==> config.mk <==
export PLATFORM = sky130hd
export DESIGN_NAME = nvc_access_ctrl
export DESIGN_NICKNAME = d
export VERILOG_FILES = /design/src/include/nvc_pkg.sv /design/src/hdl/nvc_access_ctrl.sv
export SDC_FILE = /design/constraint.sdc
export NUM_CORES = 2
export LEC_CHECK = 0
export BUFFER_PORTS_ARGS = -buffer_cell sky130_fd_sc_hd__buf_2
export CORE_MARGIN = 2
export CORE_UTILIZATION = 61
export DETAILED_ROUTE_END_ITERATION = 10
export MAX_ROUTING_LAYER = met4
export PLACE_DENSITY = 0.74
export REMOVE_ABC_BUFFERS = 1
export SYNTH_ARGS = -nofsm -noshare
export SYNTH_HDL_FRONTEND = slang
export SYNTH_SLANG_ARGS = --single-unit
==> constraint.sdc <==
create_clock -name core_clk -period 4.9 [get_ports core_clk]
set_input_delay 0.98 -clock core_clk [delete_from_list [all_inputs] [get_ports core_clk]]
set_output_delay 0.98 -clock core_clk [all_outputs]
set_load 0.1 [all_outputs]
==> src/include/nvc_pkg.sv <==
// Constants and types for the data nonvolatile access controller
// Operation
// 128-byte array, each byte read and programmed
// Write in EE00h-EFFCh programs accumulator, step four
// CPU held waiting until programming finishes
// Peripherals keep running during the stall
// Interrupts stay pending through stall, serviced after
// Read in array range returns the addressed byte
// E2h sets write enable, other values clear
// Bit 5 reports enable; programming only when set
// Software clears enable right after each write
// Watchdog select 00 off, else time-out escape
// Time-out flag bit 6, cleared while enable clear
// Scratch RAM FF00h-FFFFh, external moves only
// Locked array write changes nothing, no stall
package nvc_pkg;
	localparam logic [15:0] ARR_BASE = 16'hEE00;
	localparam logic [15:0] ARR_LAST = 16'hEFFC;
	localparam logic [15:0] SCRATCH_BASE = 16'hFF00;
	localparam logic [7:0] SFR_UNLOCK = 8'hC9;
	localparam logic [7:0] SFR_MISC2 = 8'hF7;
	localparam logic [7:0] UNLOCK_KEY = 8'hE2;
	localparam logic [7:0] MISC2_RESET = 8'h06;
	localparam int ENABLE_BIT = 5;
	localparam int TIMEOUT_BIT = 6;
	localparam int WDSEL_LSB = 1;
	localparam int WDSEL_MSB = 2;
	localparam logic [1:0] WD_OFF = 2'h0;
	localparam logic [1:0] WD_SHORT = 2'h1;
	localparam logic [1:0] WD_MID = 2'h2;
	localparam logic [1:0] WD_LONG = 2'h3;
	// Clock period in picoseconds (250 MHz)
	localparam longint CLK_PS = 4000;
	// Times in nanoseconds
	localparam longint PROG_NS = 2000000;
	localparam longint READ_NS = 300;
	localparam longint WD_SHORT_NS = 800000;
	localparam longint WD_MID_NS = 3100000;
	localparam longint WD_LONG_NS = 6200000;
	// Least times round up
	localparam longint PROG_CYC = (PROG_NS * 1000 + CLK_PS - 1) / CLK_PS;
	localparam longint READ_CYC = (READ_NS * 1000 + CLK_PS - 1) / CLK_PS;
	localparam longint WD_SHORT_CYC = (WD_SHORT_NS * 1000 + CLK_PS - 1) / CLK_PS;
	localparam longint WD_MID_CYC = (WD_MID_NS * 1000 + CLK_PS - 1) / CLK_PS;
	localparam longint WD_LONG_CYC = (WD_LONG_NS * 1000 + CLK_PS - 1) / CLK_PS;
	typedef enum logic [1:0] {NVC_IDLE, NVC_READ, NVC_PROG} nvc_state_t;
endpackage

==> src/hdl/nvc_access_ctrl.sv <==
// Data nonvolatile array access controller with unlock and write watchdog
module nvc_access_ctrl #(
	parameter int ARR_BYTES = 128,
	parameter int SCRATCH_BYTES = 256,
	parameter int PROG_CYCLES = int'(nvc_pkg::PROG_CYC),
	parameter int WD_SHORT_CYCLES = int'(nvc_pkg::WD_SHORT_CYC),
	parameter int WD_MID_CYCLES = int'(nvc_pkg::WD_MID_CYC),
	parameter int WD_LONG_CYCLES = int'(nvc_pkg::WD_LONG_CYC),
	parameter int READ_CYCLES = int'(nvc_pkg::READ_CYC),
	// Width of the cycle counters; must hold the longest watchdog span
	parameter int CW = 24
) (
	input wire logic core_clk,
	input wire logic rst,
	// External-move request from the core, same clock
	input wire logic xReq,
	input wire logic xWrite,
	input wire logic [15:0] xAddr,
	input wire logic [7:0] xWdata,
	output logic [7:0] xRdata,
	output logic xDone,
	output logic cpuWait,
	// Register-space access from the core, same clock
	input wire logic sfrWe,
	input wire logic sfrRe,
	input wire logic [7:0] sfrAddr,
	input wire logic [7:0] sfrWdata,
	output logic [7:0] sfrRdata,
	// Programming cell reports busy forever when stuck
	input wire logic cellStuck
);
	localparam int AW = $clog2(ARR_BYTES);
	localparam int XW = $clog2(SCRATCH_BYTES);
	// Cycles from an array read request to its done pulse
	localparam int READ_SPAN = READ_CYCLES + 1;

	// Storage arrays
	logic [7:0] arrMem [ARR_BYTES];
	logic [7:0] scratchMem [SCRATCH_BYTES];
	// Control registers
	logic enable_reg;
	logic timeout_reg;
	logic [7:0] misc2_reg;
	nvc_pkg::nvc_state_t state_reg;
	logic [CW-1:0] cnt_reg;
	logic [CW-1:0] wdCnt_reg;
	logic [AW-1:0] progAddr_reg; // Array index latched when an array read or unlocked array write is taken
	logic [7:0] progData_reg;
	logic [7:0] xRdata_reg;
	logic xDone_reg;
	logic cpuWait_reg;
	logic [7:0] sfrRdata_reg;

	// Address decodes
	logic inArr;
	logic inScratch;
	logic [AW-1:0] arrIdx;
	logic [XW-1:0] xIdx;
	logic [1:0] wdSel;
	logic [CW-1:0] wdLimit;
	logic progFinish;
	logic wdFire;

	assign inArr = xAddr >= nvc_pkg::ARR_BASE && xAddr <= nvc_pkg::ARR_LAST
		&& xAddr[1:0] == 2'h0;
	assign inScratch = xAddr >= nvc_pkg::SCRATCH_BASE;
	assign arrIdx = AW'((xAddr - nvc_pkg::ARR_BASE) >> 2);
	assign xIdx = xAddr[XW-1:0];
	assign wdSel = misc2_reg[nvc_pkg::WDSEL_MSB:nvc_pkg::WDSEL_LSB];

	// Watchdog limit from select field
	always_comb begin
		case (wdSel)
			nvc_pkg::WD_SHORT: wdLimit = CW'(WD_SHORT_CYCLES);
			nvc_pkg::WD_MID: wdLimit = CW'(WD_MID_CYCLES);
			nvc_pkg::WD_LONG: wdLimit = CW'(WD_LONG_CYCLES);
			default: wdLimit = '0;
		endcase
	end

	assign progFinish = state_reg == nvc_pkg::NVC_PROG && !cellStuck
		&& cnt_reg >= CW'(PROG_CYCLES - 1);
	assign wdFire = state_reg == nvc_pkg::NVC_PROG && wdSel != nvc_pkg::WD_OFF
		&& wdCnt_reg >= wdLimit - CW'(1);

	// Sequencer for reads and programming
	always_ff @(posedge core_clk) begin
		if (rst) begin
			state_reg <= nvc_pkg::NVC_IDLE;
			cnt_reg <= '0;
			wdCnt_reg <= '0;
			xDone_reg <= 1'b0;
			cpuWait_reg <= 1'b0;
			progAddr_reg <= '0;
			progData_reg <= 8'h00;
			xRdata_reg <= 8'h00;
		end else begin
			xDone_reg <= 1'b0;
			case (state_reg)
				nvc_pkg::NVC_IDLE: begin
					cnt_reg <= '0;
					wdCnt_reg <= '0;
					if (xReq && inArr && xWrite && enable_reg) begin
						// Stall the core only; nothing else is gated
						state_reg <= nvc_pkg::NVC_PROG;
						cpuWait_reg <= 1'b1;
						progAddr_reg <= arrIdx;
						progData_reg <= xWdata;
					end else if (xReq && inArr && !xWrite) begin
						state_reg <= nvc_pkg::NVC_READ;
						cpuWait_reg <= 1'b1;
						// The core lets the address go, so keep the index
						progAddr_reg <= arrIdx;
					end else if (xReq) begin
						// Locked array write and RAM accesses end at once
						xDone_reg <= 1'b1;
						xRdata_reg <= inScratch && !xWrite ? scratchMem[xIdx] : 8'h00;
					end
				end
				nvc_pkg::NVC_READ: begin
					cnt_reg <= cnt_reg + CW'(1);
					if (cnt_reg >= CW'(READ_CYCLES - 1)) begin
						xRdata_reg <= arrMem[progAddr_reg];
						xDone_reg <= 1'b1;
						cpuWait_reg <= 1'b0;
						state_reg <= nvc_pkg::NVC_IDLE;
					end
				end
				nvc_pkg::NVC_PROG: begin
					cnt_reg <= cnt_reg + CW'(1);
					wdCnt_reg <= wdCnt_reg + CW'(1);
					if (progFinish || wdFire) begin
						// Release the core; pending interrupts are then taken
						xDone_reg <= 1'b1;
						cpuWait_reg <= 1'b0;
						state_reg <= nvc_pkg::NVC_IDLE;
					end
				end
				default: state_reg <= nvc_pkg::NVC_IDLE;
			endcase
		end
	end

	// Array cells take the byte at the end of a good programming pass
	always_ff @(posedge core_clk) begin
		if (progFinish && !wdFire) begin
			arrMem[progAddr_reg] <= progData_reg;
		end
	end

	// Scratch RAM writes
	always_ff @(posedge core_clk) begin
		if (state_reg == nvc_pkg::NVC_IDLE && xReq && xWrite && inScratch) begin
			scratchMem[xIdx] <= xWdata;
		end
	end

	// Unlock register: key sets, anything else clears
	always_ff @(posedge core_clk) begin
		if (rst) begin
			enable_reg <= 1'b0;
		end else if (sfrWe && sfrAddr == nvc_pkg::SFR_UNLOCK) begin
			enable_reg <= sfrWdata == nvc_pkg::UNLOCK_KEY;
		end
	end

	// Time-out flag: set on watchdog escape, held clear while locked
	always_ff @(posedge core_clk) begin
		if (rst) begin
			timeout_reg <= 1'b0;
		end else if (wdFire) begin
			timeout_reg <= 1'b1;
		end else if (!enable_reg) begin
			timeout_reg <= 1'b0;
		end
	end

	// Misc control register with watchdog select
	always_ff @(posedge core_clk) begin
		if (rst) begin
			misc2_reg <= nvc_pkg::MISC2_RESET;
		end else if (sfrWe && sfrAddr == nvc_pkg::SFR_MISC2) begin
			misc2_reg <= sfrWdata;
		end
	end

	// Register read port
	always_ff @(posedge core_clk) begin
		if (rst) begin
			sfrRdata_reg <= 8'h00;
		end else if (sfrRe) begin
			case (sfrAddr)
				nvc_pkg::SFR_UNLOCK: begin
					sfrRdata_reg <= 8'h00;
					sfrRdata_reg[nvc_pkg::ENABLE_BIT] <= enable_reg;
					sfrRdata_reg[nvc_pkg::TIMEOUT_BIT] <= timeout_reg;
				end
				nvc_pkg::SFR_MISC2: sfrRdata_reg <= misc2_reg;
				default: sfrRdata_reg <= 8'h00;
			endcase
		end
	end

	assign xRdata = xRdata_reg;
	assign xDone = xDone_reg;
	assign cpuWait = cpuWait_reg;
	assign sfrRdata = sfrRdata_reg;

	// Helper counter for the checks: length of the current stall
	logic [CW-1:0] stallLen_reg;

	// Counts stalled cycles, restarts whenever the core runs
	always_ff @(posedge core_clk) begin
		if (rst) begin
			stallLen_reg <= '0;
		end else if (cpuWait_reg) begin
			stallLen_reg <= stallLen_reg + CW'(1);
		end else begin
			stallLen_reg <= '0;
		end
	end

	// Checks

	// Locked array write ends at once and never stalls
	prog_needs_key_a: assert property (@(posedge core_clk) disable iff (rst)
		(state_reg == nvc_pkg::NVC_IDLE && xReq && inArr && xWrite && !enable_reg)
		|=> !cpuWait_reg && xDone_reg) else $error("locked write stalled");

	// Unlocked array write stalls the core
	prog_stall_a: assert property (@(posedge core_clk) disable iff (rst)
		(state_reg == nvc_pkg::NVC_IDLE && xReq && inArr && xWrite && enable_reg)
		|=> cpuWait_reg) else $error("write did not stall");

	// Good programming pass lasts exactly the programming time
	prog_time_a: assert property (@(posedge core_clk) disable iff (rst)
		progFinish |-> stallLen_reg == CW'(PROG_CYCLES - 1))
		else $error("programming time wrong");

	// Done pulse always frees the core
	done_releases_a: assert property (@(posedge core_clk) disable iff (rst)
		xDone_reg |-> !cpuWait_reg) else $error("done while stalled");

	// Time-out flag drops while the key is off, unless it is being set
	timeout_clear_a: assert property (@(posedge core_clk) disable iff (rst)
		!enable_reg && !wdFire |=> !timeout_reg) else $error("flag not cleared");

	// Watchdog escape sets the flag and frees the core
	timeout_set_a: assert property (@(posedge core_clk) disable iff (rst)
		wdFire |=> timeout_reg && !cpuWait_reg) else $error("escape failed");

	// An enabled watchdog never lets a write stall past its span
	stall_bound_a: assert property (@(posedge core_clk) disable iff (rst)
		(state_reg == nvc_pkg::NVC_PROG && wdSel != nvc_pkg::WD_OFF)
		|-> stallLen_reg < wdLimit) else $error("stall past watchdog span");

	// With the watchdog off a stuck write is never abandoned
	wd_off_a: assert property (@(posedge core_clk) disable iff (rst)
		(state_reg == nvc_pkg::NVC_PROG && wdSel == nvc_pkg::WD_OFF && cellStuck)
		|=> cpuWait_reg) else $error("watchdog off escaped");

	// Select field register takes what is written
	misc_write_a: assert property (@(posedge core_clk) disable iff (rst)
		sfrWe && sfrAddr == nvc_pkg::SFR_MISC2
		|=> misc2_reg == $past(sfrWdata)) else $error("select write lost");

	// Key value sets the enable flag, any other value clears it
	key_sets_a: assert property (@(posedge core_clk) disable iff (rst)
		sfrWe && sfrAddr == nvc_pkg::SFR_UNLOCK
		|=> enable_reg == ($past(sfrWdata) == nvc_pkg::UNLOCK_KEY))
		else $error("unlock wrong");

	// Array read answers after the fixed access time
	read_done_a: assert property (@(posedge core_clk) disable iff (rst)
		(state_reg == nvc_pkg::NVC_IDLE && xReq && inArr && !xWrite)
		|-> ##READ_SPAN xDone_reg) else $error("read not done");

	// Unmapped reads give zero
	unmapped_zero_a: assert property (@(posedge core_clk) disable iff (rst)
		(state_reg == nvc_pkg::NVC_IDLE && xReq && !xWrite && !inArr && !inScratch)
		|=> xRdata_reg == 8'h00) else $error("unmapped read not zero");

	// Scratch RAM moves end in one cycle without a stall
	scratch_fast_a: assert property (@(posedge core_clk) disable iff (rst)
		(state_reg == nvc_pkg::NVC_IDLE && xReq && inScratch)
		|=> xDone_reg && !cpuWait_reg) else $error("scratch move slow");

	// Enable bit read back
	bit_report_a: assert property (@(posedge core_clk) disable iff (rst)
		sfrRe && sfrAddr == nvc_pkg::SFR_UNLOCK
		|=> sfrRdata_reg[nvc_pkg::ENABLE_BIT] == $past(enable_reg))
		else $error("enable bit wrong");

	// Time-out bit read back
	timeout_report_a: assert property (@(posedge core_clk) disable iff (rst)
		sfrRe && sfrAddr == nvc_pkg::SFR_UNLOCK
		|=> sfrRdata_reg[nvc_pkg::TIMEOUT_BIT] == $past(timeout_reg))
		else $error("time-out bit wrong");

	// Reset frees the core and drops both flags
	reset_clear_a: assert property (@(posedge core_clk)
		rst |=> !cpuWait_reg && !xDone_reg && !enable_reg && !timeout_reg)
		else $error("reset left state");

	// Main scenarios
	cov_prog_c: cover property (@(posedge core_clk) progFinish);
	cov_wd_c: cover property (@(posedge core_clk) wdFire);
	cov_read_c: cover property (@(posedge core_clk)
		state_reg == nvc_pkg::NVC_READ ##1 xDone_reg);
	cov_lock_c: cover property (@(posedge core_clk)
		state_reg == nvc_pkg::NVC_IDLE && xReq && inArr && xWrite && !enable_reg);
	cov_scratch_c: cover property (@(posedge core_clk)
		state_reg == nvc_pkg::NVC_IDLE && xReq && inScratch && !xWrite);
endmodule // nvc_access_ctrl

# ---- Word-level counts from Yosys, hierarchy flattened
# Memories as Yosys holds them, arrays and structs flattened. A register that Yosys moved wholly into a read port is not among the register bits.
# Cells that the tools add are included.
dict set report word_totals {
  latch_bits 0
  wordCells 110
  n_memories 2
  out_inout_bits 18
  regBits 93
  rom_bits 0
  inputBits 47
  ramBits 3072
}
# name words width rd rd_ports_with_merged_regs write_ports line
set memory_table {}
lappend memory_table {scratchMem 256 8 1 0 1 nvc_access_ctrl.sv:39} ;# logic [7:0] scratchMem [SCRATCH_BYTES];
lappend memory_table {arrMem 128 8 1 1 1 nvc_access_ctrl.sv:38} ;# logic [7:0] arrMem [ARR_BYTES];
dict set report op_classes {
  multipliers 0
  bitwise 0
  div_mod_pow 0
  addsub 4
  shift 0
  n_eq_ne 15
  magnitude_cmp 6
  n_reduce_logical 35
  mux 36
}
# cell count
set op_table {}
lappend op_table {{24-bit case mux with 2 select lines} 2}
lappend op_table {{21-bit case mux with 3 select lines} 1}
lappend op_table {{24-bit by 1-bit adder with 24-bit output (second input constant)} 2}
lappend op_table {{8-bit two-way mux} 5}
lappend op_table {{16-bit >= comparator (second input constant)} 2}
lappend op_table {{8-bit case mux with 2 select lines} 2}
lappend op_table {{7-bit two-way mux} 4}
lappend op_table {{8-bit == test (second input constant)} 3}
lappend op_table {{24-bit by 19-bit >= comparator with 1-bit output (second input constant)} 1}
lappend op_table {{24-bit >= comparator} 1}
lappend op_table {{24-bit by 7-bit >= comparator with 1-bit output (second input constant)} 1}
lappend op_table {{24-bit by 1-bit subtractor with 24-bit output (second input constant)} 1}
lappend op_table {{1-bit logical AND} 17}
lappend op_table {{16-bit less-or-equal comparator (second input constant)} 1}
lappend op_table {{1-bit two-way mux} 15}
lappend op_table {{2-bit nonzero test} 5}
lappend op_table {{9-bit by 1-bit subtractor with 9-bit output (second input constant)} 1}
lappend op_table {{2-bit two-way mux} 4}
lappend op_table {{2-bit != test (second input constant)} 4}
lappend op_table {{2-bit == test (second input constant)} 3}
lappend op_table {{1-bit case mux with 3 select lines} 2}
lappend op_table {{2-bit case mux with 3 select lines} 1}
lappend op_table {{5-bit AND reduction} 1}
lappend op_table {{2-bit by 1-bit == test with 1-bit output (second input constant)} 2}
lappend op_table {{other kinds (10)} 15}

# ---- Logic depth before layout (Yosys ltp)
dict set report depth {
  ltp_word 10
  ltp_mapped 15
  mapped_depth_nobuf 14
}

# ---- Worst setup path before layout
# Ideal clock, no wire load.
dict set report synth_path {
  path_type {input port to flip-flop}
  from {input port xAddr[1]}
  to {memory scratchMem[63][0], enable pin}
  setup_time_ps 370
  path_buffers 6
  required_ps 4530
  arrival_time_ps 3123
  slack_ps 1407
  cell_stages 9
  path_cell_list {buf_4 > buf_2 > buf_2 > buf_2 > buf_2 > nand3_1 > or3_1 > clkbuf_1 > nor2_1}
}
dict set report synth_via {
  elab_chain_cells 4
}
# item line
set synth_rtl {}
lappend synth_rtl {{from (decl)} nvc_access_ctrl.sv:18} ;# input wire logic [15:0] xAddr,
lappend synth_rtl {{16-bit >= comparator} nvc_access_ctrl.sv:66} ;# assign inScratch = xAddr >= nvc_pkg::SCRATCH_BASE;
lappend synth_rtl {{1-bit logical AND} nvc_access_ctrl.sv:153} ;# if (state_reg == nvc_pkg::NVC_IDLE && xReq && xWrite && inScratch) begin
lappend synth_rtl {{1-bit two-way mux} nvc_access_ctrl.sv:153}
lappend synth_rtl {{1-bit two-way mux (not written as such)} nvc_access_ctrl.sv:154} ;# scratchMem[xIdx] <= xWdata;
lappend synth_rtl {{to (decl)} nvc_access_ctrl.sv:39}
# Parallel ways exist; a longest one is shown, timed or not.

# ---- Worst setup path in the final report
dict set report layout_path {
  from {register misc2_reg[1]}
  to {memory arrMem[58][7], enable pin}
}
dict set report layout_via {
  elab_chain_cells 9
  word_cells_on_any_way 13
  classes_between {1 x add/sub; 1 x order compare; 3 x eq/ne; 3 x mux; 5 x reduce/logical}
}
# item line
set layout_rtl {}
lappend layout_rtl {{from (decl)} nvc_access_ctrl.sv:43} ;# logic [7:0] misc2_reg;
lappend layout_rtl {{from (signal assigned)} nvc_access_ctrl.sv:181} ;# misc2_reg <= nvc_pkg::MISC2_RESET;
lappend layout_rtl {{from (signal assigned)} nvc_access_ctrl.sv:183} ;# misc2_reg <= sfrWdata;
lappend layout_rtl {{2-bit == test or 2-bit by 1-bit == test with 1-bit output (tied branches)} nvc_access_ctrl.sv:73} ;# case (wdSel)
lappend layout_rtl {{21-bit case mux with 3 select lines} nvc_access_ctrl.sv:73}
lappend layout_rtl {{24-bit by 1-bit subtractor with 24-bit output} nvc_access_ctrl.sv:84} ;# && wdCnt_reg >= wdLimit - CW'(1);
lappend layout_rtl {{24-bit >= comparator} nvc_access_ctrl.sv:84}
lappend layout_rtl {{1-bit logical AND *} nvc_access_ctrl.sv:84}
lappend layout_rtl {{1-bit logical NOT *} nvc_access_ctrl.sv:146} ;# if (progFinish && !wdFire) begin
lappend layout_rtl {{1-bit logical AND *} nvc_access_ctrl.sv:146}
lappend layout_rtl {{1-bit two-way mux *} nvc_access_ctrl.sv:146}
lappend layout_rtl {{1-bit two-way mux (not written as such) *} nvc_access_ctrl.sv:147} ;# arrMem[progAddr_reg] <= progData_reg;
lappend layout_rtl {{to (decl)} nvc_access_ctrl.sv:38}
# Mark *: on every way between the ends. The rest lies on a longest branch, timed or not.

==> qor.csv <==
stage;metric;value;unit
yosys;synth_area_leaders;edfxtp_1, mux4_2, dfxtp_1, nor2_1, mux2i_1;
power_and_ir_drop;powerDensity;391;nW/um^2
floorplan;start_util;61.4;%
power_and_ir_drop;p_leak;41.5;nW
yosys;synth_flop_cell;edfxtp_1;
clock_tree;cts_max_level;5;
finish;n_fill_cell;11900;
route;drt_iter0_drc;9767;
sta;finalHoldViolCount;0;
floorplan;rows;165;
floorplan;dieArea;207000;um^2
finish;drive_gt1_share;27.0;%
route;drc;0;
route;first_pass_iters;8;
yosys;netlist_area;124000;um^2
setup_path;reg2regPathDepth;15;
clock_tree;cts.path.max_buffers;4;
yosys;ys_warn_count;0;
setup_path;r2r_start;misc2_reg[1];
yosys;synth_top_family_by_area;multiplexers;
clock_tree;path_clk_slew;0.06;ns
floorplan;fp.dieW;455;um
setup_path;crit_fanout;9;
placed_design;pre_cts_ws;0.217;ns
yosys;synthAdderAreaFrac;0.353;%
setup_path;crit_type;reg2reg;
grt;grt_max_degree;159;
sta;max_freq;230;MHz
setup_path;worstPathArrival;4.87;ns
yosys;seq_area_frac_synth;76.0;%
clock_tree;cts_hold_buf;0;
worst_hold_path;hold_path_class;in2reg;
sta;setup_slack;0.561;ns
outcome;outcome;completed;
grt;grt_pass1_vias;65600;
sta;tightestPinTransition;1.33;ns
route;drt_wl_total;331000;um
finish;top_register;scratchMem;
yosys;syn_area_per_cell;20.5;um^2
route;drtAntennaViolNets;0;
clock_tree;post_cts.repair.setup_buffers;0;
route;routed_via_density;6.89;
finish;largestRegisters;scratchMem x2048, arrMem x1024;
job;cap_violations;0;
grt;grt_overflow;0;
clock_tree;clock-sinks;3172;
placed_design;hpwl;207000;um
placed_design;placed_cells;8988;
placed_design;io_buffers;64;
yosys;synth_cells;6066;
yosys;synth_top_area_share;74.4;%
placed_design;dpl_cell_area;131000;um^2
worst_hold_path;hold_depth;3;
finish;regArea;94300;um^2
setup_path;startpoint_type;register;
grt;grt_antenna_before_repair;11;
yosys;synth-edff-count;3072;
sta;finalSetupViolCount;0;
floorplan;die_h;455;um
floorplan;io-pin-count;65;
finish;nets;6720;
yosys;synth-xor-area-share;0.155;%
clock_tree;cts-root-buf;clkbuf_16;
setup_path;rr_endpoint;arrMem[58][7];
route;wl_per_cell;34.7;um
yosys;synth-seq-cells;3172;
setup_path;r2r_slack;0.56;ns
setup_path;critPathRequiredTime;5.43;ns
sta;final.min_clock_period;4.34;ns
yosys;synthArstFlopShare;0;%
finish;final_cell_area;140000;um^2
yosys;yosys.area_share.simple;3.67;%
finish;final_cell_mix;edfxtp_1, mux4_2, nor2_1, buf_4, clkbuf_16;
clock_tree;cts_tree;built;
placed_design;gp_congestion;1.03;
route;vias;65800;
clock_tree;cts_resized;0;
yosys;synth-compound-area-share;2.74;%
grt;grt_first_pass_wirelength;474000;um
worst_hold_path;hold_end;misc2_reg[5];
sta;fin_crit_sh;88.6;%
setup_path;end_kind;register;
yosys;yosysTopAreaCell;edfxtp_1;
yosys;synthMuxAreaShare;15.6;%
sta;rsz0062_at_grt;no;
sta;slew_headroom;9.35;%
power_and_ir_drop;peakVddDrop;0.512;mV
finish;final_common_cell;edfxtp_1;
finish;area_delta_synth_final;13.1;%
worst_hold_path;hold_start;sfrWdata[5];
sta;slew_violations;0;
finish;fin_cells;9556;
finish;multiInputGateArea;28000;um^2
floorplan;core;202000;um^2
clock_tree;cts_buffers;320;
clock_tree;clkLatencyLatePin;0.96;ns
grt;grtUsageTotal;33.4;%
finish;largest_register_ffs;2048;
sta;fin_skew;0.0574;ns
yosys;yosysUniqueCellTypes;75;
==> metal layers <==
layer / vias to the layer above / track usage (%) / wire [um]
met5: - / - / 0
met4: 0 / 17.9 / 21900
met3: 1041 / 7.79 / 36500
met2: 4540 / 50.5 / 157000
met1: 34000 / 42.4 / 116000
li1: 26200 / - / -
==> worst max-delay path by stage <==
stage	from	endpoint	slack, ns	cells after the start
floorplan	register	xRdata[1]	-7.13	8
global placement	xAddr[0]	xRdata[2]	0.23	9
detailed placement	xAddr[0]	xRdata[2]	0.22	9
CTS	misc2_reg[1]	arrMem[59][6]	0.57	15
global route	misc2_reg[1]	arrMem[59][6]	0.39	15
finish	misc2_reg[1]	arrMem[58][7]	0.56	15
==> logic make-up (layout without fill, tap and decap cells) <==
logic type | after synthesis | in the layout
flops | 3172 | 3172
simple gates | 1027 | 1027
mux | 964 | 964
compound gates | 495 | 495
buf+inv | 351 | 1157
fa+ha+maj | 35 | 35
xor+xnor | 22 | 22
other cells | 0 | 12
==> metrics by stage <==
step                utilization [%]  TNS, ns  power [mW]  hold WS (ns)
floorplan                         -   -56.31        30.9         0.430
detailed placement             64.6        0        32.2         0.457
CTS                            69.4        0        54.9         0.284
global route                   69.4        0        56.0         0.305
finish                         69.4        0        54.8         0.330
global placement               64.6        0        32.2         0.448
==> critical path, stage by stage (launching register included) <==
cell	delay (ns)
dfxtp_1	0.37
inv_1	0.16
ha_1	0.24
inv_1	0.07
ha_1	0.28
inv_1	0.07
ha_1	0.18
a21o_1	0.17
a21o_1	0.19
a21oi_1	0.15
o221ai_1	0.14
a21o_1	0.21
nand2_1	0.43
nand4b_1	0.29
buf_4	0.31
nor2_1	0.67
==> layout make-up <==
cell class | count | share of cell area [%]
tap | 2672 | 2.38
clock inverter | 175 | 0.973
multi-input combinational | 2543 | 20.0
antenna | 12 | 0.0214
clock buffer | 381 | 5.96
sequential | 3172 | 67.2
inverter | 19 | 0.0544
timing repair buffer | 582 | 3.41
==> synth_stat cells, drive strengths merged (6+ instances only) <==
master,number
a2111oi,8
a211o,8
a211oi,21
a21o,8
a21oi,124
a221oi,21
a22o,18
a22oi,133
a31oi,16
a32oi,7
and2,12
and3,10
and4,6
buf,208
clkbuf,124
dfxtp,100
edfxtp,3072
ha,35
inv,17
mux2,26
mux2i,162
mux4,776
nand2,199
nand2b,23
nand3,92
nand4,41
nor2,527
nor2b,36
nor3,26
nor4,9
nor4b,6
o2111ai,9
o211ai,20
o21ai,42
o221ai,6
o22ai,18
o41ai,6
or2,10
or3,7
xnor2,6
xor2,16
==> power by group <==
part	switching [mW]	leakage, nW	internal (mW)
Sequential	0.0188	26.3	29.6
Combinational	1.41	10.5	0.671
Clock	9.99	4.75	13.1
No activity file was read; power rests on OpenSTA's default activity.
